--- src/pss_map.vh ---
// Function
// - Four system clocks per instruction cycle
// - Fetch overlaps execute; transfers add dummy cycle
// - Twelve-bit counter, increments after each fetch
// - True skip discards fetched word, PC+2
// - Low-byte write jumps within current page
// - Transfers load target instead of incrementing
// - Reset clears counter to 000H
// - External inputs vector 004H and 008H
// - Counter overflows vector 00CH and 010H
// - Time base 014H, real-time clock 018H
// - Program memory 4096 x 15 words
// - Table address: page nibble plus pointer
// - Table high seven bits, top reads zero
// - Table read takes two cycles
// - Six-entry hidden return stack, push/pop
// - Reset points stack index at top
// - Full stack withholds interrupt acknowledge
// - Call on full stack drops oldest
// - Wake from halt waits 1024 clocks
// - Interrupt return sets global enable
// - Acknowledge clears global enable and flag
`ifndef PSS_MAP_VH
`define PSS_MAP_VH

`define PSS_PC_W          12
`define PSS_ROM_W         15
`define PSS_ADDR_PC_LOW   8'h06
`define PSS_ADDR_TBL_PTR  8'h07
`define PSS_ADDR_TBL_HIGH 8'h08
`define PSS_TBL_PTR_RST   8'h00
`define PSS_TBL_HIGH_RST  8'h00
`define PSS_LAST_PAGE     4'hF
`define PSS_PHASE_LAST    2'h3
`define PSS_STACK_DEPTH   6
`define PSS_NUM_IRQ       6

`define PSS_VEC_RESET     12'h000
`define PSS_VEC_EXT0      12'h004
`define PSS_VEC_EXT1      12'h008
`define PSS_VEC_TMR0      12'h00C
`define PSS_VEC_TMR1      12'h010
`define PSS_VEC_TBASE     12'h014
`define PSS_VEC_RTC       12'h018

// Start-up time in system clock periods; the core clock is the system clock
`define PSS_SST_TSYS      1024
`define PSS_SST_CYCLES    (`PSS_SST_TSYS * 1)

`endif

--- src/pss_program_sequencer.v ---
`timescale 1ns/1ps
`include "pss_map.vh"

module pss_program_sequencer #(
   parameter SST_CYCLES  = `PSS_SST_CYCLES,
   parameter STACK_DEPTH = `PSS_STACK_DEPTH
) (
   // Clock and reset
   input  wire        clk_i,
   input  wire        resetn_i,
   // Program memory
   output wire [11:0] rom_addr_o,
   input  wire [14:0] rom_data_i,
   // Instruction to decoder
   output reg  [14:0] instr_o,
   output wire        instr_valid_o,
   output wire [3:0]  phase_o,
   // Decoded controls, sampled in the last phase of an execute cycle
   input  wire        op_jump_i,
   input  wire        op_call_i,
   input  wire        return_from_call_i,
   input  wire        return_from_interrupt_i,
   input  wire        op_skip_i,
   input  wire        table_read_current_page_i,
   input  wire        table_read_last_page_i,
   input  wire        op_halt_i,
   input  wire [11:0] target_i,
   // Data-memory register port
   input  wire [7:0]  reg_addr_i,
   input  wire        reg_wr_i,
   input  wire        reg_rd_i,
   input  wire [7:0]  reg_wdata_i,
   output reg  [7:0]  reg_rdata_o,
   output reg         reg_hit_o,
   // Table read result
   output reg  [7:0]  tbl_low_o,
   output reg         tbl_low_valid_o,
   // Interrupts
   input  wire [5:0]  irq_req_i,
   input  wire [5:0]  irq_en_i,
   input  wire        gie_set_i,
   input  wire        gie_clr_i,
   output reg  [5:0]  irq_ack_o,
   output wire        global_irq_enable_o,
   // Halt and wake-up
   input  wire        wake_i,
   output wire        halted_o
);

   // Pipeline state
   reg  [1:0]  phase_r;
   reg  [11:0] program_counter_r;
   reg         ir_valid_r;

   // Table unit
   reg         tbl_cyc_r;
   reg  [11:0] tbl_addr_r;
   reg  [7:0]  table_pointer_reg_r;
   reg  [7:0]  table_high_byte_r;

   // Interrupt enable, halt and start-up
   reg         global_irq_enable_r;
   reg         halted_r;
   reg  [10:0] sst_cnt_r;

   // Return stack: occupancy and circular write pointer kept apart
   reg  [2:0]  stack_index_r;
   reg  [2:0]  stk_wp_r;
   reg  [11:0] stk_mem [0:STACK_DEPTH-1];

   // Interrupt priority encoder outputs
   reg  [11:0] irq_vec;
   reg  [5:0]  irq_onehot;

   wire        run_w     = ~halted_r & (sst_cnt_r == 11'h000);
   wire        ph3_w     = run_w & (phase_r == `PSS_PHASE_LAST);
   wire        exec_w    = ir_valid_r & ~tbl_cyc_r;
   // Twelve-bit sum has no carry out, so the top address wraps to zero
   wire [11:0] pc_inc_w  = program_counter_r + 12'h001;

   // Register decodes shared by the write and read paths; the table high byte decode feeds the read path only
   wire        sel_pcl_w  = (reg_addr_i == `PSS_ADDR_PC_LOW);
   wire        sel_table_pointer_reg_w = (reg_addr_i == `PSS_ADDR_TBL_PTR);
   wire        sel_table_high_byte_w = (reg_addr_i == `PSS_ADDR_TBL_HIGH);
   wire        pcl_wr_w   = reg_wr_i & sel_pcl_w;

   // Decoded operations; the decoder raises at most one of them
   wire        tabrd_w   = table_read_current_page_i | table_read_last_page_i;
   wire        ret_w     = return_from_call_i | return_from_interrupt_i;
   // Any of these owns the next cycle, so an interrupt waits for the boundary after it
   wire        xfer_w    = exec_w
                           & (op_jump_i
                              | op_call_i
                              | ret_w
                              | op_skip_i
                              | pcl_wr_w
                              | tabrd_w
                              | op_halt_i);
   wire        stk_full_w = (stack_index_r == STACK_DEPTH[2:0]);
   wire [5:0]  irq_pend_w = irq_req_i & irq_en_i;
   // A request stays pending while the stack is full; it is taken after a return frees a level
   wire        irq_take_w = ph3_w & ~tbl_cyc_r & ~xfer_w & global_irq_enable_r & ~stk_full_w
                            & (|irq_pend_w);
   wire        push_w    = ph3_w & ((exec_w & op_call_i) | irq_take_w);
   wire        pop_w     = ph3_w & exec_w & ret_w & ~op_call_i & ~op_jump_i;
   wire [2:0]  wp_inc_w  = (stk_wp_r == STACK_DEPTH[2:0] - 3'h1) ? 3'h0 : stk_wp_r + 3'h1;
   wire [2:0]  wp_dec_w  = (stk_wp_r == 3'h0) ? STACK_DEPTH[2:0] - 3'h1 : stk_wp_r - 3'h1;
   // Single-edge strobes for the enable and table units
   wire        return_from_interrupt_w      = ph3_w & exec_w & return_from_interrupt_i & ~op_jump_i & ~op_call_i;
   wire        tbl_start_w = ph3_w & exec_w & tabrd_w
                             & ~(op_jump_i | op_call_i | ret_w | pcl_wr_w | op_skip_i);

   // ROM address switches to the table word for one cycle only
   assign rom_addr_o          = tbl_cyc_r ? tbl_addr_r : program_counter_r;
   assign instr_valid_o       = run_w & exec_w;
   assign phase_o             = run_w ? (4'h1 << phase_r) : 4'h0;
   assign global_irq_enable_o = global_irq_enable_r;
   assign halted_o            = halted_r;

   // Fixed priority: external input zero highest, real-time clock lowest
   always @* begin
      irq_onehot = 6'h00;
      irq_vec    = `PSS_VEC_RESET;
      if (irq_pend_w[0]) begin
         irq_onehot = 6'h01;
         irq_vec    = `PSS_VEC_EXT0;
      end else if (irq_pend_w[1]) begin
         irq_onehot = 6'h02;
         irq_vec    = `PSS_VEC_EXT1;
      end else if (irq_pend_w[2]) begin
         irq_onehot = 6'h04;
         irq_vec    = `PSS_VEC_TMR0;
      end else if (irq_pend_w[3]) begin
         irq_onehot = 6'h08;
         irq_vec    = `PSS_VEC_TMR1;
      end else if (irq_pend_w[4]) begin
         irq_onehot = 6'h10;
         irq_vec    = `PSS_VEC_TBASE;
      end else if (irq_pend_w[5]) begin
         irq_onehot = 6'h20;
         irq_vec    = `PSS_VEC_RTC;
      end
   end

   // Phase counter freezes while halted or during start-up
   always @(posedge clk_i) begin
      if (!resetn_i) begin
         phase_r <= 2'h0;
      end else if (run_w) begin
         phase_r <= phase_r + 2'h1;
      end
   end

   // Halt latch and start-up timer; wake is honoured only while halted
   always @(posedge clk_i) begin
      if (!resetn_i) begin
         halted_r  <= 1'b0;
         sst_cnt_r <= 11'h000;
      end else if (ph3_w & exec_w & op_halt_i) begin
         halted_r <= 1'b1;
      end else if (halted_r & wake_i) begin
         halted_r  <= 1'b0;
         sst_cnt_r <= SST_CYCLES[10:0];
      end else if (sst_cnt_r != 11'h000) begin
         sst_cnt_r <= sst_cnt_r - 11'h001;
      end
   end

   // Return stack storage; only the index and write pointer carry reset state
   always @(posedge clk_i) begin
      if (push_w) begin
         stk_mem[stk_wp_r] <= program_counter_r;
      end
   end

   // Index saturates at the depth; a call on a full stack leaves it there
   always @(posedge clk_i) begin
      if (!resetn_i) begin
         stack_index_r <= 3'h0;
      end else if (push_w & ~stk_full_w) begin
         stack_index_r <= stack_index_r + 3'h1;
      end else if (pop_w & (stack_index_r != 3'h0)) begin
         stack_index_r <= stack_index_r - 3'h1;
      end
   end

   // Circular write: a push on a full stack overwrites the oldest entry
   always @(posedge clk_i) begin
      if (!resetn_i) begin
         stk_wp_r <= 3'h0;
      end else if (push_w) begin
         stk_wp_r <= wp_inc_w;
      end else if (pop_w) begin
         stk_wp_r <= wp_dec_w;
      end
   end

   // Program flow: the fetch edge is the last phase of every non-table cycle
   always @(posedge clk_i) begin
      if (!resetn_i) begin
         program_counter_r <= `PSS_VEC_RESET;
         instr_o           <= 15'h0000;
         ir_valid_r        <= 1'b0;
      end else if (ph3_w & ~tbl_cyc_r) begin
         instr_o           <= rom_data_i;
         ir_valid_r        <= 1'b1;
         program_counter_r <= pc_inc_w;
         if (irq_take_w) begin
            // The pushed address is the discarded fetch, so the return resumes it
            program_counter_r <= irq_vec;
            ir_valid_r        <= 1'b0;
         end else if (exec_w) begin
            if (op_jump_i | op_call_i) begin
               program_counter_r <= target_i;
               ir_valid_r        <= 1'b0;
            end else if (ret_w) begin
               program_counter_r <= stk_mem[wp_dec_w];
               ir_valid_r        <= 1'b0;
            end else if (pcl_wr_w) begin
               program_counter_r <= {program_counter_r[11:8], reg_wdata_i};
               ir_valid_r        <= 1'b0;
            end else if (op_skip_i) begin
               // Counter still advances, so the skipped word costs PC+2
               ir_valid_r <= 1'b0;
            end
         end
      end
   end

   // Global enable: acknowledge clear and interrupt-return set outrank software
   always @(posedge clk_i) begin
      if (!resetn_i) begin
         global_irq_enable_r <= 1'b0;
      end else if (irq_take_w) begin
         global_irq_enable_r <= 1'b0;
      end else if (return_from_interrupt_w) begin
         global_irq_enable_r <= 1'b1;
      end else if (gie_set_i) begin
         global_irq_enable_r <= 1'b1;
      end else if (gie_clr_i) begin
         global_irq_enable_r <= 1'b0;
      end
   end

   // Acknowledge pulse lets the source clear its own request flag
   always @(posedge clk_i) begin
      if (!resetn_i) begin
         irq_ack_o <= 6'h00;
      end else if (irq_take_w) begin
         irq_ack_o <= irq_onehot;
      end else begin
         irq_ack_o <= 6'h00;
      end
   end

   // Table unit: one extra cycle on the table address while the pipeline holds
   always @(posedge clk_i) begin
      if (!resetn_i) begin
         tbl_cyc_r         <= 1'b0;
         tbl_addr_r        <= 12'h000;
         table_high_byte_r <= `PSS_TBL_HIGH_RST;
         tbl_low_o         <= 8'h00;
         tbl_low_valid_o   <= 1'b0;
      end else begin
         tbl_low_valid_o <= 1'b0;
         if (ph3_w & tbl_cyc_r) begin
            table_high_byte_r <= {1'b0, rom_data_i[14:8]};
            tbl_low_o         <= rom_data_i[7:0];
            tbl_low_valid_o   <= 1'b1;
            tbl_cyc_r         <= 1'b0;
         end else if (tbl_start_w) begin
            tbl_cyc_r  <= 1'b1;
            tbl_addr_r <= {table_read_last_page_i ? `PSS_LAST_PAGE : program_counter_r[11:8],
                           table_pointer_reg_r};
         end
      end
   end

   // Table pointer takes a write on any edge; the high byte ignores writes
   always @(posedge clk_i) begin
      if (!resetn_i) begin
         table_pointer_reg_r <= `PSS_TBL_PTR_RST;
      end else if (reg_wr_i & sel_table_pointer_reg_w) begin
         table_pointer_reg_r <= reg_wdata_i;
      end
   end

   // Register read port answers one clock after the request
   always @(posedge clk_i) begin
      if (!resetn_i) begin
         reg_rdata_o <= 8'h00;
         reg_hit_o   <= 1'b0;
      end else begin
         reg_hit_o <= reg_rd_i & (sel_pcl_w | sel_table_pointer_reg_w | sel_table_high_byte_w);
         if (reg_rd_i) begin
            case (reg_addr_i)
               `PSS_ADDR_PC_LOW:   reg_rdata_o <= program_counter_r[7:0];
               `PSS_ADDR_TBL_PTR:  reg_rdata_o <= table_pointer_reg_r;
               `PSS_ADDR_TBL_HIGH: reg_rdata_o <= table_high_byte_r;
               default:            reg_rdata_o <= 8'h00;
            endcase
         end
      end
   end

endmodule

--- config.mk ---
export PLATFORM = sky130hd
export DESIGN_NAME = pss_program_sequencer
export DESIGN_NICKNAME = d
export VERILOG_FILES = /design/src/pss_program_sequencer.v
export VERILOG_INCLUDE_DIRS = /design/src
export SDC_FILE = /design/constraint.sdc
export NUM_CORES = 1
export LEC_CHECK = 0
export BUFFER_PORTS_ARGS = -buffer_cell sky130_fd_sc_hd__buf_2
export CORE_MARGIN = 2
export CORE_UTILIZATION = 39
export DETAILED_ROUTE_END_ITERATION = 12
export GPL_TIMING_DRIVEN = 0
export PLACE_DENSITY_LB_ADDON = 0.3
export REMOVE_ABC_BUFFERS = 1
export SYNTH_ARGS = -nofsm -noshare
export SYNTH_HDL_FRONTEND = slang
export SYNTH_SLANG_ARGS = --single-unit
--- constraint.sdc ---
create_clock -name clk_i -period 4.01 [get_ports clk_i]
set_input_delay 0.2005 -clock clk_i [delete_from_list [all_inputs] [get_ports clk_i]]
set_output_delay 0.2005 -clock clk_i [all_outputs]
set_load 0.05 [all_outputs]
# After elaboration in Yosys (flattened, before gate mapping)
# Memories as Yosys holds them, arrays and structs flattened.
# Index checks and enable logic that the tools add are counted.
dict set report word_totals {
  ramBits 72
  n_memories 1
  reg_bits 101
  in_bits 70
}
# name words word_bits rd rd_clocked_by_memory_dff wr line
set mem_list {}
lappend mem_list {stk_mem 6 12 1 0 1 pss_program_sequencer.v:69} ;# reg [11:0] stk_mem [0:STACK_DEPTH-1];
dict set report classes {
  n_addsub 7
  bitwise 54
  n_mux 43
  shifts 1
  reduce_logical 21
  eq_ne 7
}
# cell count
set op_table {}
lappend op_table {{12-bit two-way mux} 6}
lappend op_table {{5-bit two-way mux} 7}
lappend op_table {{1-bit bitwise AND} 29}
lappend op_table {{8-bit one-hot mux with 3 select lines} 1}
lappend op_table {{11-bit two-way mux} 2}
lappend op_table {{3-bit two-way mux} 7}
lappend op_table {{8-bit by 3-bit == test with 1-bit output, second input constant} 2}
lappend op_table {{1-bit two-way mux} 15}
lappend op_table {{1-bit OR} 13}
lappend op_table {{12-bit by 1-bit adder with 12-bit output, second input constant} 1}
lappend op_table {{4-bit two-way mux} 3}
lappend op_table {{6-bit OR reduction} 2}
lappend op_table {{11-bit logical NOT} 1}
lappend op_table {{1-bit inverter} 11}
lappend op_table {{11-bit nonzero test} 1}
lappend op_table {{11-bit by 1-bit subtractor with 11-bit output, second input constant} 1}
lappend op_table {{8-bit by 4-bit == test with 1-bit output, second input constant} 1}
lappend op_table {{2-bit AND reduction} 4}
lappend op_table {{2-bit nonzero test} 4}
lappend op_table {{7-bit OR reduction} 1}
lappend op_table {{3-bit by 1-bit adder with 3-bit output, second input constant} 2}
lappend op_table {{6-bit bitwise AND} 1}
lappend op_table {{3-bit == test, second input constant} 2}
lappend op_table {{6-bit two-way mux} 1}
lappend op_table {{12 further kinds} 15}

# Depth between registers and ports, before layout
dict set report logic_depth {
  depth_word 16
  mapped_depth 13
  ltp_nobuf 13
}

# Least setup slack after synthesis
# OpenSTA, ideal clock, no wires.
dict set report synth_path {
  kind {reg2reg}
  startpoint {reg halted_r, in the netlist halted_o}
  endpoint {mem stk_mem[0][0] (enable)}
  required_time_ps 3614
  n_path_buf 0
  path_stages_with_launch 6
  setup_slack_ps 997
  synth_period_minus_slack_ps 3013
  arrival_ps 2616
  path_cell_list {dfxtp_1 -> or4bb_1 -> nor4_1 -> a31o_2 -> nand2_1 -> nor3_1}
}
dict set report synth_via {
  elab_chain_cells 12
}
# item line
set synth_lines {}
lappend synth_lines {{from (decl)} pss_program_sequencer.v:63} ;# reg halted_r;
lappend synth_lines {{from (signal assigned)} pss_program_sequencer.v:157} ;# halted_r <= 1'b0;
lappend synth_lines {{from (signal assigned)} pss_program_sequencer.v:160} ;# halted_r <= 1'b1;
lappend synth_lines {{from (signal assigned)} pss_program_sequencer.v:162} ;# halted_r <= 1'b0;
lappend synth_lines {{1-bit inverter *} pss_program_sequencer.v:75} ;# wire run_w = ~halted_r & (sst_cnt_r == 11'h000);
lappend synth_lines {{1-bit bitwise AND *} pss_program_sequencer.v:75}
lappend synth_lines {{1-bit bitwise AND *} pss_program_sequencer.v:76} ;# wire ph3_w = run_w & (phase_r == `PSS_PHASE_LAST);
lappend synth_lines {{1-bit bitwise AND (4 in a row)} pss_program_sequencer.v:102} ;# wire irq_take_w = ph3_w & ~tbl_cyc_r & ~xfer_w & global_irq_enable_r & ~stk_full_w
lappend synth_lines {{1-bit bitwise AND} pss_program_sequencer.v:103} ;# & (|irq_pend_w);
lappend synth_lines {{1-bit OR} pss_program_sequencer.v:104} ;# wire push_w = ph3_w & ((exec_w & op_call_i) | irq_take_w);
lappend synth_lines {{1-bit bitwise AND *} pss_program_sequencer.v:104}
lappend synth_lines {{1-bit two-way mux *} pss_program_sequencer.v:171} ;# if (push_w) begin
lappend synth_lines {{1-bit two-way mux (not written as such) *} pss_program_sequencer.v:172} ;# stk_mem[stk_wp_r] <= program_counter_r;
lappend synth_lines {{to (decl)} pss_program_sequencer.v:69}
# Every way passes the cells marked *; elsewhere a longest branch is shown, timed or not.

# Worst setup path in the final report
dict set report layout_path {
  startpoint {reg phase_r[0]}
  endpoint {reg stack_index_r[2]}
}
dict set report layout_via {
  elab_chain_cells 11
  word_cells_on_any_way 17
}
# item line
set layout_lines {}
lappend layout_lines {{from (decl)} pss_program_sequencer.v:51} ;# reg [1:0] phase_r;
lappend layout_lines {{from (signal assigned)} pss_program_sequencer.v:150} ;# phase_r <= phase_r + 2'h1;
lappend layout_lines {{2-bit == test (no line) *} --}
lappend layout_lines {{1-bit bitwise AND *} pss_program_sequencer.v:76}
lappend layout_lines {{1-bit bitwise AND (4 in a row)} pss_program_sequencer.v:102}
lappend layout_lines {{1-bit bitwise AND} pss_program_sequencer.v:103}
lappend layout_lines {{1-bit OR} pss_program_sequencer.v:104}
lappend layout_lines {{1-bit bitwise AND} pss_program_sequencer.v:104}
lappend layout_lines {{1-bit bitwise AND} pss_program_sequencer.v:180} ;# end else if (push_w & ~stk_full_w) begin
lappend layout_lines {{3-bit two-way mux / 2-bit nonzero test (equally long branches)} --}
lappend layout_lines {{to (signal assigned)} pss_program_sequencer.v:181} ;# stack_index_r <= stack_index_r + 3'h1;
lappend layout_lines {{to (signal assigned)} pss_program_sequencer.v:183} ;# stack_index_r <= stack_index_r - 3'h1;
lappend layout_lines {{to (decl)} pss_program_sequencer.v:67} ;# reg [2:0] stack_index_r;
# Marks and branches as above.
# A chain may end at the register's enable or synchronous reset.

==> out/results.md <==
| Item | Reported |
|---|---|
| Result of the run | completed |
| Die Height | 148 um |
| Detailed-route wire length | 22,400 um |
| Clock insertion delay at the later pin of the skew report | 440 ps |
| Critical Path Sink Type | flop |
| Routed via count | 6,593 |
| Sequential cell area | 4190 um2 |
| Startpoint of the lowest-slack register-to-register path | phase_r[0]$_SDFFE_PN0P_ |
| Max-cap violations | 0 |
| Area of the multi-input gates | 3690 um2 |
| Largest net degree at the start of global routing | 54 |
| Data required time at the worst endpoint | 4360 ps |
| Fraction of final layout cells sized beyond drive strength 1 | 23.8% |
| Vias per Instance | 5.51 |
| Top Ports | 128 |
| Arr. time, crit path | 4160 ps |
| Total count of max-transition violations in the final report | 0 |
| Area of the core | 20,300 um2 |
| Number of setup violations in the final report | 0 |
| TritonCTS clock tree | built |
| Setup repair after global routing missed its margin | false |
| Count of nets left with antenna violations after detail routing | 0 |
| Clock Pin Slew Worst Setup and Hold Paths | 70 ps |
| Classification of the worst setup path | reg -> reg |
| Number of CTS-inserted buffers | 17 |
| P_int | 2.92 mW |
| Total number of H-tree levels | 4 |
| Compound-cell area share of the yosys netlist | 15.5% |
| Layout Utilization | 47.6% |
| Synthesized area per cell | 10.2 um2 |
| Crit Reg-Reg Endpoint | stack_index_r[2]$_SDFFE_PN0P_ |
| TritonCTS Sinks | 173 |
| Multiplexer fraction of the synthesized cell area | 8.46% |
| Async S/R FF share, synth | 0% |
| End point of the critical path | stack_index_r[2]$_SDFFE_PN0P_ |
| Parity-gate share of the synthesized area counting xor and xnor cells | 2.17% |
| Antenna cells | 0 |
| Ranking of synthesized cells by area | sky130_fd_sc_hd__edfxtp_1 27%, sky130_fd_sc_hd__dfxtp_1 25%, sky130_fd_sc_hd__nand2_1 4.4% |
| Number of distinct standard cells referenced by the synthesized netlist | 74 |
| Worst clock skew | 9.65 ps |
| Maximum fanout along the worst path | 6 |
| Net Switching | 1.17 mW |
| Slew margin rel. | 25.3% |
| Startpoint type of the worst setup path | flop |
| Max Root-Sink Buffers | 2 |
| Sw frac | 28.6% |
| Starting utilization of the core area | 39.8% |
| Yosys Warn Count | 0 |
| Fill cell total of the finished layout | 1,922 |
| Total gr overflow | 0 |
| Proportion of synthesized chip area in sequential cells | 51.7% |
| Largest family of logic cells by synthesized area | simple AND/OR/NAND/NOR gates |
| Launch point of the worst path | phase_r[0]$_SDFFE_PN0P_ |
| Global-route wire length before repair | 35,400 um |
| Clock group share of total power | 38.1% |
| Number of core rows | 52 |
| Number of global-route vias before repair | 6,486 |
| Power share of the sequential group | 47.4% |
| Minimum setup slack among reg-to-reg paths | 200 ps |
| Antenna violations before repair | 0 |
| Static leakage | 3.78 nW |
| Final hold violation count | 0 |
| Post-placement cell area | 8960 um2 |
| Final Critical Period | 3810 ps |
| Share of synthesized cell area in full adder, half adder and majority cells | 1.48% |
| Number of nets at the end of the flow | 992 |
| Post-synthesis sequential element count | 173 |
| Max frequency | 0.262 GHz |
| Top cell type's share of synthesized area | 26.7% |
| Post-CTS setup buffer count | 0 |
| Wirelength per Cell | 18.8 um |
| Final Cycle Share | 95.0% |
| Placed wire-length estimate | 15,800 um |
| Logic depth of the worst register-to-register path | 11 |
| Path category of the worst min-delay check | in -> reg |
| Number of remaining DRC errors | 0 |
| Worst IR Drop VDD | 0.269 mV |
| Starting DRC count in detailed routing | 517 |
| Simple-Gate Fraction of Synth Area | 17.7% |
| DIE WIDTH | 148 um |
| Post-synth top area cell | sky130_fd_sc_hd__edfxtp_1 |
| Count of mapped cells out of synthesis | 792 |
| Count of port buffers added during placement | 127 |
| Power density over the cells | 424 nW/um2 |
| Library cell used as clock root buffer | sky130_fd_sc_hd__clkbuf_16 |
| Worst slew pin tran | 1120 ps |
| Global placement routability congestion | 0.843 |
| Syn-to-layout area delta | 19.4% |
| Die area | 21,900 um2 |
| Synth Flop Type | sky130_fd_sc_hd__dfxtp_1 |
| Post-route cell area | 9660 um2 |
| Summed instance area of the synthesized netlist | 8090 um2 |
| Share of total power in combinational logic | 14.5% |
| Overall global routing resource usage | 20.8% |
| Number of synthesized flops with an enable pin | 72 |
| Number of iterations in the first detailed-routing pass | 5 |
==> layout by cell type, fill, tap and decap left out, types with 8 or more instances in the layout <==
master and n:
sky130_fd_sc_hd__buf_2 127, sky130_fd_sc_hd__dfxtp_1 99, sky130_fd_sc_hd__nand2_1 95, sky130_fd_sc_hd__edfxtp_1 72, sky130_fd_sc_hd__nor2_1 63, sky130_fd_sc_hd__a21oi_1 55
sky130_fd_sc_hd__mux2i_1 29, sky130_fd_sc_hd__o21ai_0 28, sky130_fd_sc_hd__nor3_1 27, sky130_fd_sc_hd__mux2_2 23, sky130_fd_sc_hd__nand3_1 21, sky130_fd_sc_hd__inv_1 18
sky130_fd_sc_hd__clkbuf_16 17, sky130_fd_sc_hd__a22o_1 16, sky130_fd_sc_hd__dlygate4sd3_1 13, sky130_fd_sc_hd__and3_1 12, sky130_fd_sc_hd__xnor2_1 11, sky130_fd_sc_hd__xor2_1 9
sky130_fd_sc_hd__ha_1 8, sky130_fd_sc_hd__inv_6 8
==> cells in the mapped netlist (4+ instances only) <==
cell                       number
sky130_fd_sc_hd__dfxtp_1      101
sky130_fd_sc_hd__nand2_1       95
sky130_fd_sc_hd__edfxtp_1      72
sky130_fd_sc_hd__nor2_1        65
sky130_fd_sc_hd__a21oi_1       55
sky130_fd_sc_hd__clkbuf_1      32
sky130_fd_sc_hd__mux2i_1       29
sky130_fd_sc_hd__nor3_1        29
sky130_fd_sc_hd__o21ai_0       28
sky130_fd_sc_hd__mux2_2        23
sky130_fd_sc_hd__nand3_1       21
sky130_fd_sc_hd__inv_1         18
sky130_fd_sc_hd__a22o_1        16
sky130_fd_sc_hd__and3_1        12
sky130_fd_sc_hd__xnor2_1       11
sky130_fd_sc_hd__nor4_1         9
sky130_fd_sc_hd__xor2_1         9
sky130_fd_sc_hd__ha_1           8
sky130_fd_sc_hd__nor2b_1        8
sky130_fd_sc_hd__a222oi_1       7
sky130_fd_sc_hd__and2_1         7
sky130_fd_sc_hd__nand2b_1       7
sky130_fd_sc_hd__nand4_1        7
sky130_fd_sc_hd__or3_1          7
sky130_fd_sc_hd__a211oi_1       6
sky130_fd_sc_hd__a21o_1         6
sky130_fd_sc_hd__buf_1          6
sky130_fd_sc_hd__mux4_2         6
sky130_fd_sc_hd__o211ai_1       6
sky130_fd_sc_hd__o22ai_1        6
sky130_fd_sc_hd__buf_2          5
sky130_fd_sc_hd__o31ai_1        5
sky130_fd_sc_hd__a31oi_1        4
==> metrics by stage <==
| step | setup TNS (ps) | power, mW | worst slack, ps | hold slack (ps) | instances |
|---|---|---|---|---|---|
| floorplan | 0 | 2.40 | 419 | 326 | 748 |
| detailed placement | -7510 | 2.56 | -321 | 430 | 1150 |
| global route | 0 | 4.28 | 7.74 | 21.9 | 1196 |
| CTS | 0 | 4.12 | 59.1 | 4.48 | 1195 |
| finish | 0 | 4.10 | 200 | 14.1 | 1196 |
| global placement | -48040 | 2.55 | -1540 | 425 | 1145 |
==> final cells by class <==
cell class	count	area share [%]
inverters	19	0.751
clock inverters	14	1.27
clock buffers	18	4.44
well taps	270	3.50
repair buffers	146	8.51
multi-input cells	556	38.2
flip-flops and latches	173	43.3
==> layer usage <==
| metal | wire length [um] | GRT usage (%) | vias up | share of wire [%] |
|---|---|---|---|---|
| li1 | - | - | 3187 | - |
| met1 | 9870 | 26.6 | 3167 | 44 |
| met2 | 10600 | 33.8 | 205 | 47 |
| met3 | 1300 | 5.19 | 34 | 5.8 |
| met4 | 644 | 8.19 | 0 | 2.9 |
| met5 | 0 | 0 | - | 0 |
==> kinds of logic after synthesis <==
family | count (synthesis)
xor gates and xnor gates | 20
DFF | 173
AOI/OAI and AO/OA | 180
adders and majority gates | 9
and+or+nand+nor | 289
buffers and inverters | 63
muxes | 58
==> flip-flops by register name, summed over array words and instances (netlist names) <==
register / count
table_pointer_reg_r: 8
tbl_low_valid_o: 1
stack_index_r: 3
ir_valid_r: 1
table_high_byte_r: 7
tbl_addr_r: 12
irq_ack_o: 6
instr_o: 15
phase_r: 2
global_irq_enable_o: 1
reg_hit_o: 1
halted_o: 1
stk_mem: 72
program_counter_r: 12
reg_rdata_o: 8
stk_wp_r: 3
tbl_low_o: 8
tbl_cyc_r: 1
sst_cnt_r: 11
==> power by group through the flow <==
stage | combinational (mW) | clock (mW) | sequential [mW]
2_1_floorplan | 0.433 | 0 | 1.97
3_3_place_gp | 0.574 | 0 | 1.98
3_5_place_dp | 0.584 | 0 | 1.98
4_1_cts | 0.597 | 1.59 | 1.94
5_1_grt | 0.667 | 1.66 | 1.95
6_report | 0.594 | 1.56 | 1.94
==> how the worst min path moves through the flow <==
stage	slack (ps)	start	end	cells after the start
5_1_grt	20	irq_en_i[3]	irq_ack_o[3]$_SDFF_PP0_	3
4_1_cts	4	op_halt_i	halted_o$_SDFFE_PN0P_	3
2_1_floorplan	330	rom_data_i[8]	table_high_byte_r[0]$_SDFFE_PN0P_	1
3_3_place_gp	430	rom_data_i[5]	tbl_low_o[5]$_SDFFE_PN0P_	2
6_report	10	op_halt_i	halted_o$_SDFFE_PN0P_	3
3_5_place_dp	430	rom_data_i[13]	table_high_byte_r[5]$_SDFFE_PN0P_	2
==> what timing repair did <==
action / in CTS / in global routing
endpoints found under the hold margin: 14 / 0
setup endpoints to repair: 24 / 22
gates resized for setup: 2 / 3
hold buffers: 13 / 0
==> critical path: stages (launching register included) <==
cell                      delay (ps)
sky130_fd_sc_hd__dfxtp_1         400
sky130_fd_sc_hd__ha_1            320
sky130_fd_sc_hd__or4bb_1         500
sky130_fd_sc_hd__nor4_1          790
sky130_fd_sc_hd__a31o_2          370
sky130_fd_sc_hd__o21ai_0         130
sky130_fd_sc_hd__fa_1            410
sky130_fd_sc_hd__nand3_1         100
sky130_fd_sc_hd__a21oi_1          60
sky130_fd_sc_hd__a21o_1          170
sky130_fd_sc_hd__or3_1           340
sky130_fd_sc_hd__a21oi_1         140
(Power assumes the default switching activity.)
